File: config.mk
export PLATFORM = sky130hd
export DESIGN_NAME = fbc_host
export DESIGN_NICKNAME = d
export VERILOG_FILES = /design/src/include/fbc_pkg.sv /design/src/rtl/fbc_host.sv /design/src/rtl/fbc_sync.sv
export VERILOG_INCLUDE_DIRS = /design/src /design/src/include
export SDC_FILE = /design/constraint.sdc
export NUM_CORES = 1
export LEC_CHECK = 0
export BUFFER_PORTS_ARGS = -buffer_cell sky130_fd_sc_hd__buf_2
export CAP_MARGIN = 10
export CORE_MARGIN = 3
export CORE_UTILIZATION = 30
export DETAILED_ROUTE_END_ITERATION = 8
export SLEW_MARGIN = 10
export SYNTH_ARGS = -nofsm -noshare
export SYNTH_HDL_FRONTEND = slang
export SYNTH_SLANG_ARGS = --single-unit
File: constraint.sdc
create_clock -name clk_i -period 2.5 [get_ports clk_i]
set_input_delay 0.5 -clock clk_i [delete_from_list [all_inputs] [get_ports clk_i]]
set_output_delay 0.5 -clock clk_i [all_outputs]
set_load 0.02 [all_outputs]
File: src/include/fbc_params.svh
// Contract
// Read: host holds chip select and output enable low, write enable high.
// Device enters array-read mode at power-up and after hardware reset.
// Device stays in array-read until a write alters its command register.
// Write: host drives write enable and chip select low, output enable high.
// After identification sequence, reads return identification codes.
// During program or erase, reads return status bits.
// Chip select high puts device in standby, outputs high impedance.
// Deselecting during program or erase does not abort the operation.
// Output enable high puts data pins in high impedance.
// Address bits 18 to 16 select one of eight 64-kilobyte sectors.
// High-voltage select read: bit 0 low maker code, high device code.
// Protection verify: sector on top bits, A1 high, A0 low; returns one or zero.
// Identification codes also readable through command register in-system.
// Device refuses program and erase on protected sectors.
// Protection changes only by high-voltage procedure, never by bus command.
// All sectors start unprotected.
// Program and erase start only after unlock cycles; host adds none, the user's plain writes must carry them.
// Below supply lockout threshold, writes are ignored and device resets.
// Control pulses under about 5 ns never start a write.
// Write inhibited when output enable low, chip select high or write enable high.
// Write conditions held at power-up give no command; array-read mode.
// Address latched on later falling edge, data on earlier rising edge.
// Wrong or out-of-order cycles return the device to array-read.
// High-voltage select and supply lockout modelled as digital flags.
`ifndef FBC_PARAMS_SVH
`define FBC_PARAMS_SVH
`define FBC_ADDR_W        19
`define FBC_DATA_W        8
`define FBC_SECT_LSB      16
`define FBC_SECT_MSB      18
`define FBC_ID_A0         0
`define FBC_ID_A1         1
`define FBC_ID_A6         6
`define FBC_PROT_YES      8'h01
`define FBC_SETUP_NS      20
`define FBC_PULSE_NS      40
`define FBC_HOLD_NS       20
`define FBC_ACCESS_NS     80
`define FBC_CLK_NS        4
`define FBC_MIN_CYC       1
`endif

File: src/include/fbc_pkg.sv
package fbc_pkg;
	typedef enum logic [1:0] {FBC_OP_READ, FBC_OP_WRITE, FBC_OP_ID, FBC_OP_PROT} fbc_op_t;
	typedef struct packed {
		fbc_op_t    op;
		logic [18:0] addr;
		logic [7:0]  data;
	} fbc_req_t;
	typedef struct packed {
		logic       ce_b;
		logic       oe_b;
		logic       we_b;
	} fbc_ctl_t;
endpackage : fbc_pkg

File: src/rtl/fbc_host.sv
`timescale 1ns/1ns
`include "fbc_params.svh"
// Host-side bus controller for a byte-wide asynchronous parallel flash
module fbc_host
	import fbc_pkg::*;
#(
	parameter int SETUP_CYC  = (`FBC_SETUP_NS + `FBC_CLK_NS - 1) / `FBC_CLK_NS,
	parameter int PULSE_CYC  = (`FBC_PULSE_NS + `FBC_CLK_NS - 1) / `FBC_CLK_NS,
	parameter int HOLD_CYC   = (`FBC_HOLD_NS + `FBC_CLK_NS - 1) / `FBC_CLK_NS,
	parameter int ACCESS_CYC = (`FBC_ACCESS_NS + `FBC_CLK_NS - 1) / `FBC_CLK_NS
) (
	// Clock and reset
	input  wire logic                    clk_i,
	input  wire logic                    rst_b_i,
	// User request port
	input  wire logic                    req_valid_i,
	input  wire fbc_req_t                req_i,
	input  wire logic [2:0]              req_sector_i,
	output logic                         req_ready_o,
	output logic                         rsp_valid_o,
	output logic [`FBC_DATA_W-1:0]       rsp_data_o,
	output logic                         rsp_prot_o,
	// Flags modelled as digital levels
	input  wire logic                    supply_low_i,
	output logic                         high_voltage_id_select_o,
	// Flash pins
	output logic                         ce_b_o,
	output logic                         oe_b_o,
	output logic                         we_b_o,
	output logic [`FBC_ADDR_W-1:0]       addr_o,
	output logic [`FBC_DATA_W-1:0]       data_bus_o,
	output logic                         data_bus_oe_b_o,
	input  wire logic [`FBC_DATA_W-1:0]  data_bus_i
);
	// ==========================================================
	// Pin synchronisers
	// ==========================================================
	logic [`FBC_DATA_W:0] sync_q;
	fbc_sync #(.W(`FBC_DATA_W + 1)) u_sync (
		.clk_i  (clk_i),
		.rst_b_i(rst_b_i),
		.d_i    ({supply_low_i, data_bus_i}),
		.q_o    (sync_q)
	);
	wire                   supply_low = sync_q[`FBC_DATA_W];
	wire [`FBC_DATA_W-1:0] rd_data    = sync_q[`FBC_DATA_W-1:0];

	// ==========================================================
	// Sequencer
	// ==========================================================
	typedef enum logic [2:0] {ST_IDLE, ST_SETUP, ST_PULSE, ST_HOLD, ST_DONE} fbc_state_t;
	fbc_state_t state;
	fbc_state_t next_state;
	logic [7:0] cnt;
	logic [7:0] next_cnt;
	fbc_req_t   cur;
	fbc_ctl_t   ctl;
	fbc_ctl_t   next_ctl;

	wire is_write = (cur.op == FBC_OP_WRITE);
	// Supply lockout means the flash drops writes, so hold writes off
	// Unlock cycles are the user's plain writes, sent in the order given
	wire accept   = req_valid_i && (state == ST_IDLE)
	                && !(supply_low && req_i.op == FBC_OP_WRITE);
	wire [7:0] pulse_len = is_write ? 8'(PULSE_CYC) : 8'(ACCESS_CYC + 2);
	wire       cnt_done  = (cnt == 8'h00);

	// Address: identification reads fix A1, A6; protection reads fix A0, A1, A6 and the sector bits
	logic [`FBC_ADDR_W-1:0] next_addr;
	always_comb
	begin
		next_addr = req_i.addr;
		if (req_i.op == FBC_OP_ID || req_i.op == FBC_OP_PROT)
		begin
			next_addr[`FBC_ID_A6] = 1'b0;
			next_addr[`FBC_ID_A1] = (req_i.op == FBC_OP_PROT);
			if (req_i.op == FBC_OP_PROT)
			begin
				next_addr[`FBC_ID_A0] = 1'b0;
				next_addr[`FBC_SECT_MSB:`FBC_SECT_LSB] = req_sector_i;
			end
		end
	end

	always_comb
	begin
		next_state = state;
		next_cnt   = cnt_done ? cnt : cnt - 8'h01;
		next_ctl   = ctl;
		unique case (state)
			ST_IDLE:
			begin
				next_ctl = '{ce_b: 1'b1, oe_b: 1'b1, we_b: 1'b1};
				if (accept)
				begin
					next_state = ST_SETUP;
					next_cnt   = 8'(SETUP_CYC);
					next_ctl.ce_b = 1'b0;
				end
			end
			ST_SETUP:
				if (cnt_done)
				begin
					next_state = ST_PULSE;
					next_cnt   = pulse_len;
					// Write: oe high, we low; read: oe low, we high
					next_ctl.oe_b = is_write;
					next_ctl.we_b = !is_write;
				end
			ST_PULSE:
				if (cnt_done)
				begin
					next_state = ST_HOLD;
					next_cnt   = 8'(HOLD_CYC);
					next_ctl.we_b = 1'b1;
					next_ctl.oe_b = 1'b1;
				end
			ST_HOLD:
				if (cnt_done)
				begin
					next_state = ST_DONE;
					next_ctl.ce_b = 1'b1;
				end
			ST_DONE:
				next_state = ST_IDLE;
		endcase
	end

	// Pulse width far above 5 ns keeps clear of the glitch filter
	always_ff @(posedge clk_i or negedge rst_b_i)
	begin
		if (!rst_b_i)
		begin
			state <= ST_IDLE;
			cnt   <= 8'h00;
			ctl   <= '{ce_b: 1'b1, oe_b: 1'b1, we_b: 1'b1};
			cur   <= '0;
		end
		else
		begin
			state <= next_state;
			cnt   <= next_cnt;
			ctl   <= next_ctl;
			if (accept)
				cur <= '{op: req_i.op, addr: next_addr, data: req_i.data};
		end
	end

	// ==========================================================
	// Pin and response registers
	// ==========================================================
	// Read data is sampled at the last pulse cycle, past the sync delay
	wire sample = (state == ST_PULSE) && cnt_done && !is_write;
	always_ff @(posedge clk_i or negedge rst_b_i)
	begin
		if (!rst_b_i)
		begin
			ce_b_o                   <= 1'b1;
			oe_b_o                   <= 1'b1;
			we_b_o                   <= 1'b1;
			addr_o                   <= '0;
			data_bus_o               <= '0;
			data_bus_oe_b_o          <= 1'b1;
			high_voltage_id_select_o <= 1'b0;
			req_ready_o              <= 1'b0;
			rsp_valid_o              <= 1'b0;
			rsp_data_o               <= '0;
			rsp_prot_o               <= 1'b0;
		end
		else
		begin
			ce_b_o          <= next_ctl.ce_b;
			oe_b_o          <= next_ctl.oe_b;
			we_b_o          <= next_ctl.we_b;
			addr_o          <= accept ? next_addr : addr_o;
			data_bus_o      <= accept ? req_i.data : data_bus_o;
			// Drive data only while a write owns the bus
			data_bus_oe_b_o <= !((next_state != ST_IDLE) && (next_state != ST_DONE)
			                    && (accept ? req_i.op == FBC_OP_WRITE : is_write));
			high_voltage_id_select_o <= (next_state != ST_IDLE) && (next_state != ST_DONE)
			                    && (accept ? (req_i.op == FBC_OP_ID || req_i.op == FBC_OP_PROT)
			                               : (cur.op == FBC_OP_ID || cur.op == FBC_OP_PROT));
			req_ready_o     <= (next_state == ST_IDLE);
			rsp_valid_o     <= sample;
			if (sample)
			begin
				rsp_data_o <= rd_data;
				rsp_prot_o <= (cur.op == FBC_OP_PROT) && (rd_data == `FBC_PROT_YES);
			end
		end
	end
endmodule : fbc_host

File: src/rtl/fbc_sync.sv
`timescale 1ns/1ns
// Two-stage synchroniser for pin inputs
module fbc_sync #(
	parameter int W = 1
) (
	input  wire logic         clk_i,
	input  wire logic         rst_b_i,
	input  wire logic [W-1:0] d_i,
	output logic      [W-1:0] q_o
);
	logic [W-1:0] meta;
	always_ff @(posedge clk_i or negedge rst_b_i)
	begin
		if (!rst_b_i)
		begin
			meta <= '0;
			q_o  <= '0;
		end
		else
		begin
			meta <= d_i;
			q_o  <= meta;
		end
	end
endmodule : fbc_sync

==> results by group, run 1 <==
Floorplan
  • Die height: 105.0 um
  • DIE AREA: roughly 0.011 mm2
  • Number of rows created at floorplan: 35
  • Top-Level Pins: 87
  • Width of the die: between 100 and 150 um
  • Core ar.: about 0.0094 mm2
  • Starting utilization of the core area: 0.3136

Layout
  • Number of fillers in the final layout: about 970
  • Final net count: roughly 400
  • Layout-stage area growth over the synthesis result: 28.05%
  • Antenna diodes: 0
  • Share of post-route cells with drive strength above 1: 0.3611
  • Final cell area excluding filler cells: about 0.0038 mm2

Setup path
  • Most Frequent Cell on Critical Path: ha_1
  • Count of buffering cells on the critical path with inverters included: 1
  • Data required time of the critical path: about 2.7 ns
  • Critical path launch point type: flip-flop
  • Library cell contributing the largest single delay on the critical path: or4b_2
  • Largest driver fanout on the critical path: 4
  • Category of the most critical setup path: flip-flop to flip-flop
  • Worst endpoint data arrival time: approximately 2.5 ns
  • Critical path capture point type: flip-flop
  • Delay contributed by the slowest stage of the critical path: about 0.7 ns
  • Series of cell instances along the critical path: inv_1, ha_1, nand2b_1, or4b_2, ha_1, o311ai_0
  • Top delay family on crit path: simple AND/OR/NAND/NOR gates

Place
  • Placed standard-cell area: between 0.003 and 0.004 mm2
  • Half-perimeter wire length after placement: approximately 4.7 mm
  • Port bufs: 86
  • Final GP Congestion: 0.8085

Clocking
  • Longest Clk Path Bufs: 2
  • CTS tree: built
  • Quantity of gates resized following cts: 0
  • H-tree depth: 3
  • TritonCTS sink count: 74
  • Root Driver: clkbuf_8
  • Total clock buffers created by CTS: 9
  • Setup bufs post-CTS: 0
  • Clock-pin slew reported for the worst setup and hold paths after clock tree synthesis: 0.08 ns
  • Clk Latency, worst-skew pair: 0.34 ns
  • Hold-fix buffer count after cts: 0

Logic synthesis
  • Largest cells by area after synthesis: dfrtp_1, nand2_1, dfstp_2, mux2_2, ha_1
  • Most frequent cells after synthesis: nand2_1, dfrtp_1, o21ai_0, mux2_2
  • Post-synthesis cell type with the largest combined area: dfrtp_1
  • Fraction of the yosys area taken by sequential cells: 0.6318
  • Post-synthesis instance total: between 200 and 300
  • Number of register bits inferred by synthesis: 74
  • Share of the synthesized area in the top cell type: 0.5960
  • Count of different cell masters after synthesis: 45
  • Post-synthesis net count: 310
  • Number of synthesized flops with an enable pin: 0
  • Most frequent cell after synthesis: nand2_1
  • Mean post-synth cell area: 11.22 um2
  • Cell area after synthesis: approximately 0.0029 mm2
  • Top_reg_cell synth: dfrtp_1
  • Async set-or-reset flop fraction in the synthesized netlist: 1.000
  • Count of synthesis-stage warnings from yosys: 0

STA
  • Max-slew headroom at the worst pin: 0.7204
  • Max-slew violation count: 0
  • Highest achievable clock rate: around 0.45 GHz
  • Setup Skew: 0.01051 ns
  • Number of failing setup endpoints in the final timing report: 0
  • RSZ-0062 raised after global routing: false
  • Hold violation total from the final report: 0
  • Part of the cycle the worst path needs: 0.8985
  • Total negative slack for setup checks: 0 ns
  • Transition at the pin with the smallest max-transition slack: 0.4140 ns
  • Clock period minus worst slack: approximately 2.2 ns

GRT
  • Pin count of the biggest net entering global routing: between 70 and 80
  • Number of antenna violations at the first check in global routing: 0
  • Global-route usage over all layers: 0.1269
  • Wire length of the first global-routing pass: 11.06 mm
  • Total congestion overflow after global routing: 0
  • Via count of the first global-routing pass: between 2000 and 2500

Power
  • Worst vdd ir: 0.0005676 V
  • P_leak: between 1.5 and 2 nW
  • Power density normalized to cell area: between 1000 and 1500 mW/mm2

Drt
  • Detailed Routing Iterations Pass 1: 4
  • Number of routed nets with antenna violations: 0
  • Routed len/inst: 13.56 um
  • Count of unresolved DRC violations after routing: 0
  • Initial DRC count: 79
  • Sum of routed wire length over all layers: 6.629 mm
  • Number of vias after detailed routing: between 2000 and 2500
  • Via density: 4.419

Worst hold path
  • Type of the tightest min-delay check: primary input to asynchronous set/reset pin

Flow run
  • # Max-Cap Violations: 0

Outcome
  • Outcome: completed
==> per-stage QoR <==
step | total power, mW | worst slack, ns | std cells | hold slack (ns) | utilization
6_report | 4.466 | 0.2537 | 489 | 0.1651 | 0.4016
5_1_grt | 4.804 | 0.1049 | 489 | 0.1700 | 0.4016
4_1_cts | 4.534 | 0.2452 | 489 | 0.1590 | 0.4016
3_5_place_dp | 3.540 | 0.2856 | 473 | 0.3347 | 0.3792
3_3_place_gp | 3.489 | 0.3697 | 473 | 0.3312 | 0.3792
2_1_floorplan | 2.944 | 0.3389 | 262 | 0.2044 | -
==> registers in the layout, summed over array words and instances (netlist names) <==
signal / cells
u_sync.meta: 9
cnt: 8
state: 3
rsp_valid_o: 1
data_bus_oe_b_o: 1
cur: 2
addr_o: 19
rsp_prot_o: 1
we_b_o: 1
rsp_data_o: 8
req_ready_o: 1
oe_b_o: 1
u_sync.q_o: 9
ce_b_o: 1
high_voltage_id_select_o: 1
data_bus_o: 8
==> report_power, final <==
part	switching, mW	internal [mW]	total (mW)
combinational	1.00	0.618	1.62
clock	0.464	0.498	0.962
sequential	0.291	1.59	1.88
total	1.75	2.71	4.47
==> layer usage <==
metal	vias up	share of wire	global-route usage
met5	-	0	0
met4	0	0.014	0.04592
met3	8	0.052	0.04571
met2	60	0.51	0.2099
met1	1028	0.42	0.1518
li1	1065	-	-
==> cell usage in the layout, fill, tap and decap left out, types with 4 or more instances in the layout <==
cell type  instances
ha_1               4
dfrtp_1           70
mux2_2             9
nand3_1            6
nor3_1             5
clkbuf_8          10
dfstp_2            4
nand2b_1           5
a31oi_1            4
a21oi_1            4
buf_2             85
nand2_1           76
o21ai_0           10
nor2_1             6
buf_4              5
inv_1              6
==> worst paths after layout <==
check                                           end  slack (ns)  cells past startpoint                startpoint
max reg2reg                        cnt[0]$_DFF_PN0_        0.25                      6          cnt[0]$_DFF_PN0_
min                                cnt[1]$_DFF_PN0_        0.17                      2                   rst_b_i
min in group clk_i         u_sync.meta[4]$_DFF_PN0_        0.26                      1             data_bus_i[4]
min reg2reg                 u_sync.q_o[3]$_DFF_PN0_        0.35                      0  u_sync.meta[3]$_DFF_PN0_
max in group asynchronous        oe_b_o$_DFFE_PN1P_        2.02                      2                   rst_b_i
max                                cnt[0]$_DFF_PN0_        0.25                      6          cnt[0]$_DFF_PN0_
==> final cells by class <==
type / instances / area [um2] / share of cell area
clock buffer: 10 / 137.6 / 0.03657
clock inverter: 6 / 72.57 / 0.01928
inverter: 6 / 22.52 / 0.005984
multi-input combinational: 172 / 1010 / 0.2683
sequential: 74 / 1857 / 0.4934
tap: 129 / 161.4 / 0.04289
timing repair buffer: 92 / 503.0 / 0.1336
==> cell families (layout without fill, tap and decap cells) <==
group | count (synthesis) | after routing | synth area share
simple gates | 119 | 119 | 0.1946
xor+xnor | 6 | 6 | 0.01788
buf+inv | 16 | 114 | 0.02469
compound gates | 31 | 31 | 0.06939
fa+ha+maj | 4 | 4 | 0.01703
flops | 74 | 74 | 0.6318
mux | 12 | 12 | 0.04470
No activity file was read; power rests on OpenSTA's default activity.
==> inputs of run 2 (changes only) <==
Settings changed: GPL_ROUTABILITY_DRIVEN from default to 1, PLACE_DENSITY from default to 0.54, TNS_END_PERCENT from default to 50.
==> results by group, run 2 (synthesis gave the netlist of run 1 again) <==
Outcome
  • Outcome: completed

Setup path
  • Critical path launch point type: flip-flop
  • Data required time of the critical path: 2.72 ns (about the same)
  • Category of the most critical setup path: flip-flop to flip-flop
  • Reg2Reg Depth: 6 (unchanged)
  • Largest driver fanout on the critical path: 4 (unchanged)
  • Worst endpoint data arrival time: 2.43 ns (-0.05 ns)
  • Critical path capture point type: flip-flop

Worst hold path
  • Type of the tightest min-delay check: primary input to asynchronous set/reset pin

Clocking
  • CTS tree: built
  • Setup bufs post-CTS: 0 (unchanged)
  • Root Driver: clkbuf_8
  • H-tree depth: 3 (unchanged)
  • Clock-pin slew reported for the worst setup and hold paths after clock tree synthesis: 0.08 ns (about the same)
  • Hold-fix buffer count after cts: 0 (unchanged)
  • Clk Latency, worst-skew pair: 0.34 ns (about the same)
  • TritonCTS sink count: 74 (unchanged)
  • Quantity of gates resized following cts: 0 (unchanged)
  • Total clock buffers created by CTS: 9 (unchanged)
  • Longest Clk Path Bufs: 2 (unchanged)

Floorplan
  • Core ar.: 0.009371 mm2 (unchanged)
  • Width of the die: 105.0 um (unchanged)
  • Starting utilization of the core area: 0.3136 (unchanged)
  • Number of rows created at floorplan: 35 (unchanged)
  • DIE AREA: 0.01102 mm2 (unchanged)
  • Die height: 105.0 um (unchanged)
  • Top-Level Pins: 87 (unchanged)

Drt
  • Count of unresolved DRC violations after routing: 0 (unchanged)
  • Initial DRC count: 60 (-24%)
  • Number of vias after detailed routing: 2147 (-0.65%)
  • Sum of routed wire length over all layers: 6.583 mm (-0.69%)
  • Routed len/inst: 13.46 um (-0.69%)
  • Via density: 4.391 (-0.65%)
  • Detailed Routing Iterations Pass 1: 4 (unchanged)
  • Number of routed nets with antenna violations: 0 (unchanged)

GRT
  • Wire length of the first global-routing pass: 10.72 mm (-3.1%)
  • Global-route usage over all layers: 0.1226 (-0.004251)
  • Via count of the first global-routing pass: 2115 (-5.6%)
  • Total congestion overflow after global routing: 0 (unchanged)
  • Number of antenna violations at the first check in global routing: 0 (unchanged)
  • Pin count of the biggest net entering global routing: 46 (-39%)

Layout
  • Top flop regs: addr_o (19), u_sync.meta (9), u_sync.q_o (9)
  • Most common cell after layout, fill and taps aside: buf_2
  • Final net count: 403 (unchanged)
  • Share of post-route cells with drive strength above 1: 0.3611 (unchanged)
  • Number of fillers in the final layout: 975 (+0.41%)
  • Max reg flops: 19 (unchanged)
  • Layout-stage area growth over the synthesis result: 27.50%
  • Register bank with the most flops: addr_o
  • Final cell area excluding filler cells: 0.003747 mm2 (-0.43%)
  • Commonest cells after routing, fill and taps aside: buf_2, nand2_1, dfrtp_1
  • Antenna diodes: 0 (unchanged)

Flow run
  • # Max-Cap Violations: 0 (unchanged)

STA
  • RSZ-0062 raised after global routing: false
  • Number of failing setup endpoints in the final timing report: 0 (unchanged)
  • Clock period minus worst slack: 2.209 ns (-0.03723 ns)
  • Highest achievable clock rate: 0.4527 GHz (+1.7%)
  • Final hold slack: 0.08295 ns (-0.08218 ns)
  • Max-slew headroom at the worst pin: 0.4651 (-0.2553)
  • Total negative slack for setup checks: 0 ns (unchanged)
  • Hold violation total from the final report: 0 (unchanged)
  • Max-slew violation count: 0 (unchanged)
  • Setup Skew: 0.01147 ns (+0.0009647 ns)
  • Part of the cycle the worst path needs: 0.8836 (-0.01489)
  • Transition at the pin with the smallest max-transition slack: 0.8006 ns (+0.3866 ns)

Power
  • Worst vdd ir: 0.0004194 V (-26%)
  • P_leak: 1.906 nW (-0.43%)
  • Power density normalized to cell area: 1180 mW/mm2 (-0.52%)

Place
  • Final GP Congestion: 0.7874 (-2.6%)
  • Port bufs: 86 (unchanged)
  • Placed standard-cell area: 0.003541 mm2 (-0.35%)
  • Half-perimeter wire length after placement: 4.765 mm (+1.5%)
[run 2: cell types whose count changed in the layout (fill, tap and decap cells not counted)]
cell,before,now
buf_4,5,6
clkinv_4,2,0
clkbuf_8,10,9
clkinvlp_4,1,2
buf_12,2,1
inv_8,0,1
inv_6,2,3
[run 2: area by class of cell]
class                   instances  area, um2  area share
clock buffers                   9      123.9     0.03306
clock inverters                 7      82.58     0.02204
inverters                       6      22.52    0.006010
multi-input cells             172       1010      0.2694
flip-flops and latches         74       1857      0.4955
well taps                     129      161.4     0.04307
repair buffers                 92      490.5      0.1309
[run 2: power by group]
part | leakage, nW | switching [mW] | internal (mW)
Clock | 0.0988 | 0.486 | 0.478
Combinational | 0.892 | 0.987 | 0.600
Sequential | 0.915 | 0.278 | 1.59
[run 2: through the flow]
stage / util / total power, mW / std cells / worst slack, ns
after global routing: 0.3999 / 4.741 / 489 / 0.1493
after CTS: 0.3999 / 4.494 / 489 / 0.2771
after floorplan: - / 2.944 / 262 / 0.3389
final: 0.3999 / 4.423 / 489 / 0.2909
after global placement: 0.3778 / 3.471 / 473 / 0.3720
after detailed placement: 0.3778 / 3.503 / 473 / 0.3137
[run 2: worst max-delay path: stages, from the launching register on]
cell	delay, ns
dfrtp_1	0.42
inv_1	0.14
ha_1	0.16
nand2b_1	0.07
or4b_2	0.70
ha_1	0.30
o311ai_0	0.31
[run 2: worst paths after layout]
path / end / from / slack (ns)
worst min-delay path: rsp_data_o[7]$_DFFE_PN0P_ / rst_b_i / 0.08
worst min register to register: u_sync.q_o[6]$_DFF_PN0_ / u_sync.meta[6]$_DFF_PN0_ / 0.35
worst max-delay path: cnt[0]$_DFF_PN0_ / cnt[0]$_DFF_PN0_ / 0.29
max in group asynchronous: data_bus_oe_b_o$_DFF_PN1_ / rst_b_i / 1.80
worst max register to register: cnt[0]$_DFF_PN0_ / cnt[0]$_DFF_PN0_ / 0.29
min in group clk_i: u_sync.meta[2]$_DFF_PN0_ / data_bus_i[2] / 0.26
[run 2: layer usage]
metal | GRT usage | vias up | share of wire
met3 | 0.03459 | 4 | 0.058
met5 | 0 | - | 0
met2 | 0.1870 | 66 | 0.48
met4 | 0.04780 | 0 | 0.0087
met1 | 0.1650 | 1007 | 0.46
li1 | - | 1070 | -
